File: config.mk
export PLATFORM = sky130hd
export DESIGN_NAME = eeir_top
export DESIGN_NICKNAME = d
export VERILOG_FILES = /design/src/shared/eeir_pkg.sv /design/src/hw/eeir_top.sv
export SDC_FILE = /design/constraint.sdc
export NUM_CORES = 1
export LEC_CHECK = 0
export ABC_CLOCK_PERIOD_IN_PS = 1750
export BUFFER_PORTS_ARGS = -buffer_cell sky130_fd_sc_hd__buf_2
export CAP_MARGIN = 20
export CORE_UTILIZATION = 40
export DETAILED_ROUTE_END_ITERATION = 16
export PLACE_DENSITY = 0.73
export SETUP_SLACK_MARGIN = 0.2
export SYNTH_ARGS = -nofsm -noshare
export SYNTH_HDL_FRONTEND = slang
export SYNTH_SLANG_ARGS = --single-unit
File: constraint.sdc
create_clock -name clock -period 1.75 [get_ports clock]
set_input_delay 0.2625 -clock clock [delete_from_list [all_inputs] [get_ports clock]]
set_output_delay 0.2625 -clock clock [all_outputs]
set_load 0.01 [all_outputs]
File: src/shared/eeir_pkg.sv
package eeir_pkg;
    // register word indices; the byte address is the index times four
    localparam logic [7:0] IDX_MACH_LO = 8'h0b;
    localparam logic [7:0] IDX_MACH_HI = 8'h0c;
    localparam logic [7:0] IDX_CLS = 8'h0d;
    localparam logic [7:0] IDX_PIN2 = 8'h0e;
    localparam logic [7:0] IDX_CFG1 = 8'h5e;
    localparam logic [7:0] IDX_CFG2 = 8'h5f;
    localparam logic [7:0] IDX_IRQ_STAT = 8'h70;
    localparam logic [7:0] IDX_IRQ_MASK = 8'h71;
    localparam int ADDR_W = 10;
    // field positions in the second-pin route register
    localparam int POS_LONG_CNT = 7;
    localparam int POS_SIG_MOT = 5;
    localparam int POS_TILT = 4;
    localparam int POS_STEP = 3;
    localparam logic [7:0] PIN2_USED_MASK = 8'hb8;
    // gate bit position in each pin config register
    localparam int POS_GATE = 1;
    localparam logic [7:0] ROUTE_RST = 8'h00;
    localparam logic [1:0] IRQ_RST = 2'h0;
    // status bit positions: rising edge of each pin
    localparam int POS_IRQ_PIN1 = 0;
    localparam int POS_IRQ_PIN2 = 1;

    typedef struct packed {
        logic [15:0] machine;
        logic [7:0] classifier;
        logic longCounter;
        logic sigMotion;
        logic tilt;
        logic step;
    } eeir_events_t;

    typedef enum logic [2:0] {
        EEIR_IDLE = 3'b001,
        EEIR_ACK = 3'b010,
        EEIR_DONE = 3'b100
    } eeir_bus_state_t;
endpackage

File: src/hw/eeir_top.sv
// Operation
// - each pin ORs its enabled event sources
// - route register low: machines one to eight
// - route register high: machines nine to sixteen
// - classifier register routes classifiers one-eight
// - pin one bit: zero blocks, one passes
// - pin two bit: zero blocks, one passes
// - all routing bits reset to zero
// - pin one routing needs pin one gate
// - pin two routing needs pin two gate
// - pin two route bit for long counter
// - pin two route bit for significant motion
// - pin two route bit for tilt
// - pin two route bit for step event
// - pin one route registers read back
// - pin two route register reads back
module eeir_top (
    input wire logic clock,
    input wire logic rstn,
    input wire logic wb_cyc_i,
    input wire logic wb_stb_i,
    input wire logic wb_we_i,
    input wire logic [eeir_pkg::ADDR_W-1:0] wb_adr_i,
    input wire logic [3:0] wb_sel_i,
    input wire logic [31:0] wb_dat_i,
    output logic [31:0] wb_dat_o,
    output logic wb_ack_o,
    input wire eeir_pkg::eeir_events_t events,
    output logic firstInterruptPin,
    output logic secondInterruptPin,
    output logic irq
);

    // ********************************
    // bus slave
    // ********************************
    eeir_pkg::eeir_bus_state_t busState_q;
    logic [7:0] machLo_q;
    logic [7:0] machHi_q;
    logic [7:0] cls_q;
    logic [7:0] pin2_q;
    logic [7:0] cfg1_q;
    logic [7:0] cfg2_q;
    logic [1:0] irqStat_q;
    logic [1:0] irqMask_q;
    logic [31:0] rdData_d;
    logic req;
    logic wrEn;
    logic [7:0] wordIdx;
    logic [7:0] wrByte;

    assign req = wb_cyc_i && wb_stb_i;
    assign wordIdx = wb_adr_i[eeir_pkg::ADDR_W-1:2];
    assign wrByte = wb_dat_i[7:0];
    assign wrEn = req && wb_we_i && wb_sel_i[0]
                  && busState_q == eeir_pkg::EEIR_IDLE;

    always_ff @(posedge clock or negedge rstn) begin
        if (!rstn) begin
            busState_q <= eeir_pkg::EEIR_IDLE;
        end else begin
            case (busState_q)
                eeir_pkg::EEIR_IDLE: begin
                    if (req) begin
                        busState_q <= eeir_pkg::EEIR_ACK;
                    end
                end
                eeir_pkg::EEIR_ACK: begin
                    busState_q <= eeir_pkg::EEIR_DONE;
                end
                eeir_pkg::EEIR_DONE: begin
                    if (!req) begin
                        busState_q <= eeir_pkg::EEIR_IDLE;
                    end
                end
                default: begin
                    busState_q <= eeir_pkg::EEIR_IDLE;
                end
            endcase
        end
    end

    always_ff @(posedge clock or negedge rstn) begin
        if (!rstn) begin
            wb_ack_o <= 1'b0;
        end else begin
            wb_ack_o <= req && busState_q == eeir_pkg::EEIR_IDLE;
        end
    end

    // ********************************
    // routing registers
    // ********************************
    always_ff @(posedge clock or negedge rstn) begin
        if (!rstn) begin
            machLo_q <= eeir_pkg::ROUTE_RST;
            machHi_q <= eeir_pkg::ROUTE_RST;
            cls_q <= eeir_pkg::ROUTE_RST;
            pin2_q <= eeir_pkg::ROUTE_RST;
            cfg1_q <= eeir_pkg::ROUTE_RST;
            cfg2_q <= eeir_pkg::ROUTE_RST;
            irqMask_q <= eeir_pkg::IRQ_RST;
        end else if (wrEn) begin
            case (wordIdx)
                eeir_pkg::IDX_MACH_LO: machLo_q <= wrByte;
                eeir_pkg::IDX_MACH_HI: machHi_q <= wrByte;
                eeir_pkg::IDX_CLS: cls_q <= wrByte;
                // unused bits are stored as written; software keeps them 0
                eeir_pkg::IDX_PIN2: pin2_q <= wrByte;
                eeir_pkg::IDX_CFG1: cfg1_q <= wrByte;
                eeir_pkg::IDX_CFG2: cfg2_q <= wrByte;
                eeir_pkg::IDX_IRQ_MASK: irqMask_q <= wrByte[1:0];
                default: begin
                end
            endcase
        end
    end

    always_comb begin
        rdData_d = 32'h0;
        case (wordIdx)
            eeir_pkg::IDX_MACH_LO: rdData_d[7:0] = machLo_q;
            eeir_pkg::IDX_MACH_HI: rdData_d[7:0] = machHi_q;
            eeir_pkg::IDX_CLS: rdData_d[7:0] = cls_q;
            eeir_pkg::IDX_PIN2: rdData_d[7:0] = pin2_q;
            eeir_pkg::IDX_CFG1: rdData_d[7:0] = cfg1_q;
            eeir_pkg::IDX_CFG2: rdData_d[7:0] = cfg2_q;
            eeir_pkg::IDX_IRQ_STAT: rdData_d[1:0] = irqStat_q;
            eeir_pkg::IDX_IRQ_MASK: rdData_d[1:0] = irqMask_q;
            default: rdData_d = 32'h0;
        endcase
    end

    always_ff @(posedge clock or negedge rstn) begin
        if (!rstn) begin
            wb_dat_o <= 32'h0;
        end else if (req && busState_q == eeir_pkg::EEIR_IDLE) begin
            wb_dat_o <= rdData_d;
        end
    end

    // ********************************
    // routing logic
    // ********************************
    logic pin1_d;
    logic pin2_d;
    logic [3:0] pin2Src;
    logic [3:0] pin2En;

    assign pin2Src = {events.longCounter, events.sigMotion,
                      events.tilt, events.step};
    assign pin2En = {pin2_q[eeir_pkg::POS_LONG_CNT],
                     pin2_q[eeir_pkg::POS_SIG_MOT],
                     pin2_q[eeir_pkg::POS_TILT],
                     pin2_q[eeir_pkg::POS_STEP]};

    // bit i of the low and classifier route registers passes source i; bit i of the high register passes machine 8+i
    assign pin1_d = cfg1_q[eeir_pkg::POS_GATE]
        && (|({machHi_q, machLo_q} & events.machine)
            || |(cls_q & events.classifier));
    assign pin2_d = cfg2_q[eeir_pkg::POS_GATE]
        && |(pin2En & pin2Src);

    always_ff @(posedge clock or negedge rstn) begin
        if (!rstn) begin
            firstInterruptPin <= 1'b0;
            secondInterruptPin <= 1'b0;
        end else begin
            firstInterruptPin <= pin1_d;
            secondInterruptPin <= pin2_d;
        end
    end

    // ********************************
    // interrupt status
    // ********************************
    logic [1:0] rise;
    logic [1:0] clr;

    assign rise = {pin2_d && !secondInterruptPin,
                   pin1_d && !firstInterruptPin};
    assign clr = (wrEn && wordIdx == eeir_pkg::IDX_IRQ_STAT)
                 ? wrByte[1:0] : 2'h0;

    always_ff @(posedge clock or negedge rstn) begin
        if (!rstn) begin
            irqStat_q <= eeir_pkg::IRQ_RST;
        end else begin
            irqStat_q <= (irqStat_q & ~clr) | rise;
        end
    end

    always_ff @(posedge clock or negedge rstn) begin
        if (!rstn) begin
            irq <= 1'b0;
        end else begin
            irq <= |(irqStat_q & irqMask_q);
        end
    end

    // ********************************
    // checks
    // ********************************
    chk_route_reset: assert property (
        @(posedge clock) $rose(rstn) |-> machLo_q == 8'h0 && pin2_q == 8'h0)
        else $error("route regs not cleared by reset");
    chk_pin_one_or: assert property (@(posedge clock) disable iff (!rstn)
        firstInterruptPin == $past(pin1_d))
        else $error("pin one not from routed OR");
    chk_gate_one: assert property (@(posedge clock) disable iff (!rstn)
        !cfg1_q[1] |=> !firstInterruptPin)
        else $error("pin one active with gate off");
    chk_gate_two: assert property (@(posedge clock) disable iff (!rstn)
        !cfg2_q[1] |=> !secondInterruptPin)
        else $error("pin two active with gate off");
    chk_machine_pass: assert property (@(posedge clock) disable iff (!rstn)
        cfg1_q[1] && (machLo_q[0] && events.machine[0])
        |=> firstInterruptPin)
        else $error("machine one not passed");
    chk_high_pass: assert property (@(posedge clock) disable iff (!rstn)
        cfg1_q[1] && machHi_q[7] && events.machine[15]
        |=> firstInterruptPin)
        else $error("machine sixteen not passed");
    chk_class_pass: assert property (@(posedge clock) disable iff (!rstn)
        cfg1_q[1] && cls_q[7] && events.classifier[7]
        |=> firstInterruptPin)
        else $error("classifier eight not passed");
    chk_tilt_pass: assert property (@(posedge clock) disable iff (!rstn)
        cfg2_q[1] && pin2_q[4] && events.tilt
        |=> secondInterruptPin)
        else $error("tilt not passed");
    chk_block_two: assert property (@(posedge clock) disable iff (!rstn)
        pin2_q == 8'h0 |=> !secondInterruptPin)
        else $error("pin two active with no routes");
    chk_read_back: assert property (@(posedge clock) disable iff (!rstn)
        wrEn && wordIdx == 8'h0e ##1 wb_ack_o ##1 !req ##1
        req && !wb_we_i && wordIdx == 8'h0e && pin2_q == $past(wrByte, 3)
        |=> wb_dat_o[7:0] == pin2_q)
        else $error("pin two register read back wrong");
    chk_ack_pulse: assert property (@(posedge clock) disable iff (!rstn)
        wb_ack_o |=> !wb_ack_o)
        else $error("ack longer than one cycle");

    chk_pin_two_or: assert property (@(posedge clock) disable iff (!rstn)
        secondInterruptPin == $past(pin2_d))
        else $error("pin two not from routed OR");
    chk_block_one: assert property (@(posedge clock) disable iff (!rstn)
        machLo_q == 8'h00 && machHi_q == 8'h00 && cls_q == 8'h00
        |=> !firstInterruptPin)
        else $error("pin one active with no routes");
    chk_eight_pass: assert property (@(posedge clock) disable iff (!rstn)
        cfg1_q[eeir_pkg::POS_GATE] && machLo_q[7] && events.machine[7]
        |=> firstInterruptPin)
        else $error("machine eight not passed");
    chk_nine_pass: assert property (@(posedge clock) disable iff (!rstn)
        cfg1_q[eeir_pkg::POS_GATE] && machHi_q[0] && events.machine[8]
        |=> firstInterruptPin)
        else $error("machine nine not passed");
    chk_class_one: assert property (@(posedge clock) disable iff (!rstn)
        cfg1_q[eeir_pkg::POS_GATE] && cls_q[0]
        && events.classifier[0] |=> firstInterruptPin)
        else $error("classifier one not passed");
    chk_long_pass: assert property (@(posedge clock) disable iff (!rstn)
        cfg2_q[eeir_pkg::POS_GATE] && pin2_q[eeir_pkg::POS_LONG_CNT]
        && events.longCounter |=> secondInterruptPin)
        else $error("long counter not passed");
    chk_motion_pass: assert property (@(posedge clock) disable iff (!rstn)
        cfg2_q[eeir_pkg::POS_GATE] && pin2_q[eeir_pkg::POS_SIG_MOT]
        && events.sigMotion |=> secondInterruptPin)
        else $error("significant motion not passed");
    chk_step_pass: assert property (@(posedge clock) disable iff (!rstn)
        cfg2_q[eeir_pkg::POS_GATE] && pin2_q[eeir_pkg::POS_STEP]
        && events.step |=> secondInterruptPin)
        else $error("step event not passed");
    chk_unused_blind: assert property (@(posedge clock) disable iff (!rstn)
        (pin2_q & eeir_pkg::PIN2_USED_MASK) == 8'h00
        |=> !secondInterruptPin)
        else $error("unused pin two bit routes an event");
    chk_route_drop: assert property (@(posedge clock) disable iff (!rstn)
        $fell(machLo_q[7]) && machLo_q == 8'h00 && machHi_q == 8'h00
        && cls_q == 8'h00 |=> !firstInterruptPin)
        else $error("cleared route still drives pin one");
    chk_reset_all: assert property (@(posedge clock)
        $rose(rstn) |-> machHi_q == 8'h00 && cls_q == 8'h00)
        else $error("route regs not cleared by reset");
    chk_mask_reset: assert property (@(posedge clock)
        $rose(rstn) |-> irqMask_q == eeir_pkg::IRQ_RST)
        else $error("mask not cleared by reset");
    chk_low_lands: assert property (@(posedge clock) disable iff (!rstn)
        wrEn && wordIdx == eeir_pkg::IDX_MACH_LO
        |=> machLo_q == $past(wrByte))
        else $error("low machine route write lost");
    chk_high_lands: assert property (@(posedge clock) disable iff (!rstn)
        wrEn && wordIdx == eeir_pkg::IDX_MACH_HI
        |=> machHi_q == $past(wrByte))
        else $error("high machine route write lost");
    chk_cls_lands: assert property (@(posedge clock) disable iff (!rstn)
        wrEn && wordIdx == eeir_pkg::IDX_CLS
        |=> cls_q == $past(wrByte))
        else $error("classifier route write lost");
    chk_two_lands: assert property (@(posedge clock) disable iff (!rstn)
        wrEn && wordIdx == eeir_pkg::IDX_PIN2
        |=> pin2_q == $past(wrByte))
        else $error("pin two route write lost");
    chk_stat_set: assert property (@(posedge clock) disable iff (!rstn)
        rise[eeir_pkg::POS_IRQ_PIN1] |=> irqStat_q[eeir_pkg::POS_IRQ_PIN1])
        else $error("pin one status not set");
    chk_stat_clear: assert property (@(posedge clock) disable iff (!rstn)
        clr[eeir_pkg::POS_IRQ_PIN1] && !rise[eeir_pkg::POS_IRQ_PIN1]
        |=> !irqStat_q[eeir_pkg::POS_IRQ_PIN1])
        else $error("pin one status not cleared");
    chk_irq_level: assert property (@(posedge clock) disable iff (!rstn)
        irq == $past(|(irqStat_q & irqMask_q)))
        else $error("irq not from masked status");
    chk_ack_follows: assert property (@(posedge clock) disable iff (!rstn)
        req && busState_q == eeir_pkg::EEIR_IDLE |=> wb_ack_o)
        else $error("request not acknowledged");
    chk_unmapped_zero: assert property (@(posedge clock) disable iff (!rstn)
        req && busState_q == eeir_pkg::EEIR_IDLE
        && wordIdx > eeir_pkg::IDX_IRQ_MASK |=> wb_dat_o == 32'h0)
        else $error("unmapped read not zero");

    // one pass check per machine bit of pin one
    for (genvar m = 0; m < 16; m++) begin : g_mach
        chk_mach_pass: assert property (@(posedge clock)
            disable iff (!rstn)
            cfg1_q[eeir_pkg::POS_GATE] && {machHi_q, machLo_q}[m]
            && events.machine[m] |=> firstInterruptPin)
            else $error("machine event not passed");
    end

    // one pass check per classifier bit of pin one
    for (genvar c = 0; c < 8; c++) begin : g_cls
        chk_cls_pass: assert property (@(posedge clock)
            disable iff (!rstn)
            cfg1_q[eeir_pkg::POS_GATE] && cls_q[c]
            && events.classifier[c] |=> firstInterruptPin)
            else $error("classifier event not passed");
    end

    cov_pin_one: cover property (@(posedge clock) $rose(firstInterruptPin));
    cov_pin_two: cover property (@(posedge clock) $rose(secondInterruptPin));
    cov_irq: cover property (@(posedge clock) $rose(irq));
    cov_write: cover property (@(posedge clock) wrEn);
endmodule

# Word level (Yosys, flattened, before mapping)
# Index checks and enable logic that the tools add are counted.
dict set report totals {
  output_inout_bits 36
  wordCells 65
  inputBits 79
  reg_bits 67
}
dict set report op_classes {
  n_reduce_logical 25
  bitwise 7
  n_eq_ne 13
  muxes 6
}
# op n
set op_table {}
lappend op_table {{$pmux W6 S6} 1}
lappend op_table {{$eq A8 B4 Y1 const B} 4}
lappend op_table {{$eq A8 B7 Y1 const B} 4}
lappend op_table {{$and A16 B16 Y16} 1}
lappend op_table {{$pmux W2 S8} 1}
lappend op_table {{$reduce_and A2 Y1} 8}
lappend op_table {{$reduce_or A16 Y1} 1}
lappend op_table {{$logic_and A1 B1 Y1} 10}
lappend op_table {{$pmux W3 S3} 1}
lappend op_table {{$and A8 B8 Y8} 1}
lappend op_table {{$reduce_or A8 Y1} 1}
lappend op_table {{$mux W3} 2}
lappend op_table {{$and A2 B2 Y2} 2}
lappend op_table {{$and A4 B4 Y4} 1}
lappend op_table {{$ne A2 B2 Y1 const B} 2}
lappend op_table {{$reduce_or A4 Y1} 1}
lappend op_table {{$eq A3 B1 Y1 const B} 1}
lappend op_table {{$eq A3 B2 Y1 const B} 1}
lappend op_table {{$eq A3 B3 Y1 const B} 1}
lappend op_table {{$logic_not A1 Y1} 2}
lappend op_table {{$mux W2} 1}
lappend op_table {{$not A2 Y2} 1}
lappend op_table {{$or A2 B2 Y2} 1}
lappend op_table {{$reduce_or A2 Y1} 1}
lappend op_table {{$logic_or A1 B1 Y1} 1}

# Depth between registers and ports, before layout
# Gate-level depths: netlist of the first run.
dict set report logic_depth {
  depth_word 9
  depth_mapped 7
  depth_no_buf 5
}

# Worst setup path after synthesis of the first run
# No wires, ideal clock.
dict set report synth_timing {
  path_kind {in2reg}
  from {in wb_adr_i[7] in the netlist's numbering}
  to {reg machHi_q[0]}
  cell_stages 5
  path_buffers 1
  required_ns 1.625
  setup_ns 0.125
  arrival_ns 1.820
  setup_slack_ns -0.195
  cell_sequence {or4_1 buf_2 nor3_2 nor3b_4 mux2_2}
}
dict set report synth_between {
  elab_chain_len 2
}
# element line
set synth_lines {}
lappend synth_lines {{start, declared} eeir_top.sv:23} ;# input wire logic [eeir_pkg::ADDR_W-1:0] wb_adr_i,
lappend synth_lines {{$eq A8 B4 Y1} eeir_top.sv:104} ;# case (wordIdx)
lappend synth_lines {{$reduce_and A2 Y1 (no source line)} -}
lappend synth_lines {{end signal, assigned} eeir_top.sv:97} ;# machHi_q <= eeir_pkg::ROUTE_RST;
lappend synth_lines {{end signal, assigned} eeir_top.sv:106} ;# eeir_pkg::IDX_MACH_HI: machHi_q <= wrByte;
lappend synth_lines {{end, declared} eeir_top.sv:39} ;# logic [7:0] machHi_q;
# Every way passes these cells.
# A chain may end at the register's enable or synchronous reset.

# Final worst setup path of the first run
dict set report layout_timing {
  from {reg busState_q[0]}
  to {reg irqMask_q[0]}
}
dict set report layout_between {
  elab_chain_len 3
}
# element line
set layout_lines {}
lappend layout_lines {{start, declared} eeir_top.sv:37} ;# eeir_pkg::eeir_bus_state_t busState_q;
lappend layout_lines {{start signal, assigned} eeir_top.sv:60} ;# busState_q <= eeir_pkg::EEIR_IDLE;
lappend layout_lines {{start signal, assigned} eeir_top.sv:65} ;# busState_q <= eeir_pkg::EEIR_ACK;
lappend layout_lines {{start signal, assigned} eeir_top.sv:69} ;# busState_q <= eeir_pkg::EEIR_DONE;
lappend layout_lines {{$eq A3 B1 Y1} eeir_top.sv:56} ;# && busState_q == eeir_pkg::EEIR_IDLE;
lappend layout_lines {{$logic_and A1 B1 Y1} eeir_top.sv:56}
lappend layout_lines {{$reduce_and A2 Y1 (no source line)} -}
lappend layout_lines {{end signal, assigned} eeir_top.sv:102} ;# irqMask_q <= eeir_pkg::IRQ_RST;
lappend layout_lines {{end signal, assigned} eeir_top.sv:112} ;# eeir_pkg::IDX_IRQ_MASK: irqMask_q <= wrByte[1:0];
lappend layout_lines {{end, declared} eeir_top.sv:45} ;# logic [1:0] irqMask_q;
# Every way passes these cells.

==> implementation parameters, run 1 <==
Parameter                              Value

Floorplan
  Die H    slightly above 90 um
  Placeable core region    around 7800 sq um
  Die Width    around 93 um
  Overall die area    ~8600 sq um
  Effective utilization at floorplan    42.03%
  FP Rows    32
  Top-level I/O count    between 100 and 150

Cells and area
  Final net count    about 450
  Number of standard cells in the layout, taps in and fillers out    476
  Ratio of cells with drive above 1 in the final layout    between 50 and 60%
  Fraction of the core area covered by cells at the end of the flow    between 50% and 60%
  Synthesis-to-layout area growth    40.55%
  Ant. Diodes    0

Critical path
  Largest driver fanout on the critical path    3
  Startpoint types    flip-flop
  R2R Path End    irqMask_q[0]$_DFFE_PN0P_
  Path type of the worst setup path    reg -> reg
  Category of the worst setup path capture point    flip-flop
  Arrival time of data at the critical path endpoint    roughly 1.9 ns
  Critical-path top delay cell    sky130_fd_sc_hd__dfstp_2
  Worst reg2reg startpoint    busState_q[0]$_DFFE_PN1P_
  Startpoint of the most critical setup path    busState_q[0]$_DFFE_PN1P_
  Sum of buffers and inverters on the critical path    2
  Worst r2r path cells    7
  Cells along the critical path    nor2b_4 -> nand3_4 -> buf_4 -> buf_6 -> nor2_4 -> nand2_2 -> mux2_4
  Register-to-Register Setup Slack    between 0.05 and 0.06 ns
  Longest individual stage delay on the worst path    ~0.53 ns
  Cell family with most CP delay    flip-flops
  Crit path required time    around 2.0 ns

Pwr
  Internal    ~2600 uW
  Pwr per Cell Area    roughly 750 nW/um^2
  Switching power share of the total    roughly 25%
  Clk pwr share    a little over two fifths
  Lkg Pwr    between 0.002 and 0.0025 uW
  Portion of total power attributed to combinational logic    between 10% and 20%
  Switching power    ~850 uW
  Worst ir drop on vdd    around 0.00040 V
  Relative contribution of sequential cells to total power    approximately 47%

Global routing
  Residual overflow from global routing    0
  Pin count of the biggest net entering global routing    28
  Number of global-route vias before repair    2659
  Initial antenna violation count    0
  First-pass GRT wire length    roughly 14000 um
  Global-route usage over all layers    about 22%

Hold path
  Hold Crit Start    wb_dat_i[5]
  Hold Path Depth    2
  Hold WC Path Type    in -> reg
  Endpoint of the worst hold path    cfg2_q[5]$_DFFE_PN0P_

Clock network
  TritonCTS buffer count    9
  Register clock-pin slew on the reported worst setup and hold paths    roughly 0.080 ns
  H-tree depth reported by CTS    3
  CTS tree    built
  Root buffer cell    sky130_fd_sc_hd__clkbuf_8
  Clock sink count    67
  Buffer depth of the longest clock path    2
  Skew-Pair Late Insertion Delay    between 0.3 and 0.4 ns

Timing
  Final hold violations    0
  Slew headroom    between 50% and 60%
  Tightest Pin Transition    approximately 0.64 ns
  Final Hold Slack    0.2359 ns
  Post-layout minimum cycle time    1.692 ns
  Final cycle utilization of the critical path    between 90 and 100%
  Maximum achievable frequency    590.9 MHz
  Unrepaired setup endpoints after global routing    yes
  Final Max Tran Viols    0
  Clk_skew    0.008138 ns
  Worst-case setup margin in the final layout    0.05758 ns
  Final setup fails    0

Synthesis
  Total standard cell area after synthesis    approximately 3300 sq um
  Count of cell types in the netlist    43
  Average footprint of a synthesized cell    12.49 sq um
  Post-synthesis sequential area ratio    50.87%
  Yosys warns    0
  Main area contributors after synthesis    sky130_fd_sc_hd__dfrtp_1, sky130_fd_sc_hd__mux2_2, sky130_fd_sc_hd__buf_4, sky130_fd_sc_hd__a22oi_1, sky130_fd_sc_hd__a22o_1
  FF+latch count, synth    between 60 and 70
  Dominant cell type by area after synthesis    sky130_fd_sc_hd__dfrtp_1
  Number of enable flip-flop cells after synthesis    0
  Commonest cells post-synth    sky130_fd_sc_hd__dfrtp_1, sky130_fd_sc_hd__mux2_2, sky130_fd_sc_hd__buf_4
  Count leader, synth    sky130_fd_sc_hd__dfrtp_1
  Area share of the leading cell type in the synthesized netlist    between 50% and 60%
  Most used DFF post-synth    sky130_fd_sc_hd__dfrtp_1
  Share of flip-flops with an asynchronous set or reset    100.0%
  Number of standard cells after synthesis    approximately 260

Placed design
  Cell Count Post-Placement    around 440
  Post-place setup slack    -0.2513 ns
  DPL Wire Length    about 6000 um
  Quantity of I/O buffers inserted on ports    61
  Routability-driven placement congestion ratio    around 0.80

Detailed routing
  Detail Route Antenna Nets    0
  First-pass iteration count of the detailed router    4
  Drt via density    about 5.4
  WL/cell    19.47 um
  Iteration-0 DRC Markers    ~210
  Via count    approximately 2600
  DRT Wirelength    a little over 9000 um
  Total DRC errors in the routed layout    0

Status
  Outcome    complete, no violations

Run
  Number of maximum-capacitance constraint violations    0
==> layout by cell type, fill, tap and decap left out, types with 2 or more instances in the layout <==
| cell | count |
|---|---|
| sky130_fd_sc_hd__buf_6 | 8 |
| sky130_fd_sc_hd__a2bb2oi_1 | 2 |
| sky130_fd_sc_hd__nor2_4 | 2 |
| sky130_fd_sc_hd__or4b_4 | 2 |
| sky130_fd_sc_hd__nor3_4 | 4 |
| sky130_fd_sc_hd__buf_2 | 60 |
| sky130_fd_sc_hd__mux2i_1 | 3 |
| sky130_fd_sc_hd__bufinv_16 | 2 |
| sky130_fd_sc_hd__buf_12 | 7 |
| sky130_fd_sc_hd__a22oi_1 | 13 |
| sky130_fd_sc_hd__nand2_8 | 3 |
| sky130_fd_sc_hd__inv_1 | 4 |
| sky130_fd_sc_hd__nand2_4 | 2 |
| sky130_fd_sc_hd__nand4_1 | 4 |
| sky130_fd_sc_hd__o22ai_1 | 2 |
| sky130_fd_sc_hd__buf_4 | 24 |
| sky130_fd_sc_hd__and3_4 | 2 |
| sky130_fd_sc_hd__a31oi_1 | 5 |
| sky130_fd_sc_hd__a221oi_1 | 5 |
| sky130_fd_sc_hd__conb_1 | 24 |
| sky130_fd_sc_hd__and2_1 | 2 |
| sky130_fd_sc_hd__a222oi_1 | 2 |
| sky130_fd_sc_hd__mux2_4 | 49 |
| sky130_fd_sc_hd__dfrtp_1 | 66 |
| sky130_fd_sc_hd__nand2_1 | 10 |
| sky130_fd_sc_hd__nand3_4 | 2 |
| sky130_fd_sc_hd__mux2_2 | 9 |
| sky130_fd_sc_hd__a22o_1 | 9 |
| sky130_fd_sc_hd__clkbuf_8 | 10 |
| sky130_fd_sc_hd__clkbuf_1 | 2 |
| sky130_fd_sc_hd__nor2_1 | 8 |
==> metrics by stage <==
step | setup TNS, ns | total power, uW | cell area, sq um
after CTS | 0 | 3431 | 4283
after global placement | -9.182 | 1976 | 3940
final | 0 | 3470 | 4636
after detailed placement | -9.817 | 1984 | 3940
after floorplan | -2.254 | 1822 | 3508
after global routing | -0.001761 | 3578 | 4636
==> layout make-up <==
class,instances,area (sq um)
tap,102,127.6
clock buffer,12,145.1
timing repair buffer,102,760.7
multi-input combinational,185,1836
sequential,67,1678
fill,646,3212
inverter,4,15.01
clock inverter,4,73.82
==> state kept, by name, indices dropped and copies added (netlist names) <==
signal / count
irq: 1
machHi_q: 8
cls_q: 8
wb_ack_o: 1
busState_q: 3
irqStat_q: 2
machLo_q: 8
cfg1_q: 8
cfg2_q: 8
secondInterruptPin: 1
irqMask_q: 2
wb_dat_o: 8
pin2_q: 8
firstInterruptPin: 1
==> power by group through the flow <==
stage	clock network (uW)	registers (uW)	logic, uW
global placement	0	1650	328
finish	1450	1620	400
global route	1520	1620	436
floorplan	0	1660	160
CTS	1460	1620	347
detailed placement	0	1650	335
==> routing by layer <==
metal	global-route usage, %	share of wire [%]	wire, um
met5	0	0	0
met4	9.615	1.9	173
met3	3.695	7.0	646
met2	33.58	47	4379
met1	29.69	44	4070
==> worst max-delay path by stage <==
stage | endpoint | slack (ns) | cells past startpoint
finish | irqMask_q[0]$_DFFE_PN0P_ | 0.06 | 7
global route | irqMask_q[0]$_DFFE_PN0P_ | -0.002 | 7
CTS | machHi_q[4]$_DFFE_PN0P_ | 0.04 | 5
detailed placement | machHi_q[4]$_DFFE_PN0P_ | -0.25 | 6
global placement | machHi_q[0]$_DFFE_PN0P_ | -0.23 | 6
floorplan | machHi_q[0]$_DFFE_PN0P_ | -0.19 | 5
==> logic make-up (layout without fill, tap and decap cells) <==
logic type	after synthesis	count (layout)	synth area share [%]
flip-flops	67	67	50.87
multiplexers	61	61	20.71
AND/OR/NAND/NOR	54	54	10.47
AO/OA/AOI/OAI	46	46	10.89
buffers and inverters	35	122	6.942
other	1	24	0.1137
==> repair_timing <==
| item | in CTS | in global routing |
|---|---|---|
| setup endpoints to repair | 58 | 60 |
| resized for setup | 18 | 53 |
| pin swaps | 3 | 13 |
| setup buffers | 4 | 11 |
| cloned | 0 | 1 |
| hold buffers | 1 | 0 |
| endpoints found under the hold margin | 19 | 0 |
==> worst reg2reg max path: stages (launching register included) <==
cell and delay (ns):
sky130_fd_sc_hd__dfstp_2 0.53, sky130_fd_sc_hd__nor2b_4 0.18, sky130_fd_sc_hd__nand3_4 0.13, sky130_fd_sc_hd__buf_4 0.17, sky130_fd_sc_hd__buf_6 0.12, sky130_fd_sc_hd__nor2_4 0.08
sky130_fd_sc_hd__nand2_2 0.07, sky130_fd_sc_hd__mux2_4 0.29
No activity file was read; power rests on OpenSTA's default activity.
==> run 2: changes to the inputs <==
Settings changed: RECOVER_POWER set to 25.
==> implementation parameters, run 2 (synthesis gave the netlist of run 1 again) <==
Parameter                              Value

Status
  Outcome    complete, no violations

Cells and area
  Ratio of cells with drive above 1 in the final layout    53.74% (-0.27 points)
  Multi-input combinational cell area    1836 sq um (unchanged)
  Count of fill cells added during filler insertion    649 (+0.46%)
  Most used cells in the layout excluding fill and tap cells    sky130_fd_sc_hd__dfrtp_1, sky130_fd_sc_hd__buf_2, sky130_fd_sc_hd__mux2_4, sky130_fd_sc_hd__conb_1, sky130_fd_sc_hd__buf_4
  Synthesis-to-layout area growth    40.06%
  Final net count    448 (unchanged)
  Commonest non-fill, non-tap cell in the layout    sky130_fd_sc_hd__dfrtp_1
  FF/Latch Area    1678 sq um (unchanged)
  Number of standard cells in the layout, taps in and fillers out    476 (unchanged)
  Ant. Diodes    0 (unchanged)

Timing
  Tightest Pin Transition    0.6719 ns (+0.03401 ns)
  Slew headroom    55.21% (-2.3 points)
  Maximum achievable frequency    591.2 MHz (about the same)
  Final setup fails    0 (unchanged)
  Final hold violations    0 (unchanged)
  Sum of negative setup slack    0 ns (unchanged)
  Unrepaired setup endpoints after global routing    yes
  Clk_skew    0.007807 ns (-0.0003316 ns)
  Post-layout minimum cycle time    1.691 ns (-0.0009695 ns)
  Final cycle utilization of the critical path    96.65% (about the same)
  Final Max Tran Viols    0 (unchanged)

Clock network
  Root buffer cell    sky130_fd_sc_hd__clkbuf_8
  H-tree depth reported by CTS    3 (unchanged)
  Buffer depth of the longest clock path    2 (unchanged)
  TritonCTS buffer count    9 (unchanged)
  CTS tree    built
  Skew-Pair Late Insertion Delay    0.36 ns (about the same)
  Register clock-pin slew on the reported worst setup and hold paths    0.08 ns (about the same)
  Clock sink count    67 (unchanged)

Critical path
  Arrival time of data at the critical path endpoint    1.93 ns (about the same)
  R2R Path End    cfg2_q[3]$_DFFE_PN0P_
  Worst r2r path cells    5 (-2)
  Category of the worst setup path capture point    flip-flop
  Largest driver fanout on the critical path    8 (+5)
  Worst reg2reg startpoint    busState_q[0]$_DFFE_PN1P_
  Critical-path top delay cell    sky130_fd_sc_hd__dfstp_2
  Longest individual stage delay on the worst path    0.53 ns (about the same)
  Cells along the critical path    nor2b_4 -> nand3_4 -> nor3_4 -> buf_12 -> mux2_4
  Crit path required time    1.99 ns (about the same)
  Cell family with most CP delay    simple AND/OR/NAND/NOR gates
  Startpoint types    flip-flop
  Register-to-Register Setup Slack    0.06 ns (about the same)
  Sum of buffers and inverters on the critical path    1 (-1)
  Path type of the worst setup path    reg -> reg

Floorplan
  Overall die area    8613 sq um (unchanged)
  Effective utilization at floorplan    42.03% (unchanged)
  Die H    92.81 um (unchanged)
  Die Width    92.81 um (unchanged)
  FP Rows    32 (unchanged)
  Placeable core region    7848 sq um (unchanged)
  Top-level I/O count    115 (unchanged)

Global routing
  First-pass GRT wire length    13870 um (unchanged)
  Global-route usage over all layers    21.65% (unchanged)
  Number of global-route vias before repair    2659 (unchanged)
  Pin count of the biggest net entering global routing    28 (unchanged)
  Residual overflow from global routing    0 (unchanged)
  Initial antenna violation count    0 (unchanged)

Placed design
  Cell Count Post-Placement    443 (unchanged)
  Routability-driven placement congestion ratio    0.8015 (unchanged)
  DPL Wire Length    6032 um (unchanged)
  Quantity of I/O buffers inserted on ports    61 (unchanged)

Run
  Number of maximum-capacitance constraint violations    0 (unchanged)

Pwr
  Worst ir drop on vdd    0.0004021 V (-0.11%)
  Lkg Pwr    0.002302 uW (-0.42%)
  Pwr per Cell Area    749.4 nW/um^2 (+0.13%)

Hold path
  Endpoint of the worst hold path    cfg2_q[5]$_DFFE_PN0P_
  Hold Crit Start    wb_dat_i[5]
  Hold Path Depth    2 (unchanged)
  Hold WC Path Type    in -> reg

Detailed routing
  Drt via density    5.487 (+0.89%)
  First-pass iteration count of the detailed router    5 (+1)
  WL/cell    19.55 um (+0.39%)
  DRT Wirelength    9306 um (+0.39%)
  Total DRC errors in the routed layout    0 (unchanged)
  Iteration-0 DRC Markers    212 (unchanged)
  Detail Route Antenna Nets    0 (unchanged)
  Via count    2612 (+0.89%)
-- run 2: cell count changes in the layout (fill, tap and decap cells not counted), sizes merged --
cell    previous run  this run
buf              100        98
clkbuf            13        15
-- run 2: power by group --
group	switching, uW	total (uW)	internal (uW)
Sequential	26.2	1620	1590
Combinational	218	395	178
Clock	604	1450	843
-- run 2: final cells by class --
type,count,area share (%)
multi-input cells,185,39.73
flip-flops and latches,67,36.32
repair buffers,102,16.12
clock buffers,12,3.142
well taps,102,2.763
clock inverters,4,1.598
inverters,4,0.3250
-- run 2: what timing repair did --
item / 4_1_cts / 5_1_grt
pin swaps: 3 / 13
hold buffers: 1 / 0
endpoints found under the hold margin: 19 / 0
resized for setup: 18 / 53
gates cloned: 0 / 1
setup endpoints to repair: 58 / 60
buffers inserted: 4 / 11
-- run 2: per-stage QoR --
step	hold WS [ns]	utilization [%]	setup WS (ns)	power, uW	area [sq um]
2_1_floorplan	-0.03309	-	-0.1892	1822	3508
3_3_place_gp	0.2823	50.21	-0.2309	1976	3940
3_5_place_dp	0.2995	50.21	-0.2513	1984	3940
4_1_cts	0.2119	54.58	0.04028	3431	4283
5_1_grt	0.2475	58.86	-0.001761	3574	4619
6_report	0.2358	58.86	0.05855	3462	4619
-- run 2: worst register-to-register path, cell delays in order, from the launching register on --
cell                      delay, ns
sky130_fd_sc_hd__dfstp_2       0.53
sky130_fd_sc_hd__nor2b_4       0.18
sky130_fd_sc_hd__nand3_4       0.13
sky130_fd_sc_hd__nor3_4        0.24
sky130_fd_sc_hd__buf_12        0.18
sky130_fd_sc_hd__mux2_4        0.31
-- run 2: worst max path at each step --
| stage | endpoint | depth (start not counted) | slack, ns | start |
|---|---|---|---|---|
| after global routing | irqMask_q[0]$_DFFE_PN0P_ | 7 | -0.002 | busState_q[0]$_DFFE_PN1P_ |
| final | cfg2_q[3]$_DFFE_PN0P_ | 5 | 0.06 | busState_q[0]$_DFFE_PN1P_ |
| after floorplan | machHi_q[0]$_DFFE_PN0P_ | 5 | -0.19 | wb_adr_i[7] |
| after CTS | machHi_q[4]$_DFFE_PN0P_ | 5 | 0.04 | busState_q[0]$_DFFE_PN1P_ |
| after detailed placement | machHi_q[4]$_DFFE_PN0P_ | 6 | -0.25 | wb_adr_i[7] |
| after global placement | machHi_q[0]$_DFFE_PN0P_ | 6 | -0.23 | wb_adr_i[7] |
-- run 2: per-layer routing --
metal / global-route usage (%) / vias up / part of all wire [%]
li1: - / 1155 / -
met1: 29.69 / 1312 / 44
met2: 33.58 / 128 / 47
met3: 3.695 / 17 / 6.5
met4: 9.615 / 0 / 2.3
met5: 0 / - / 0
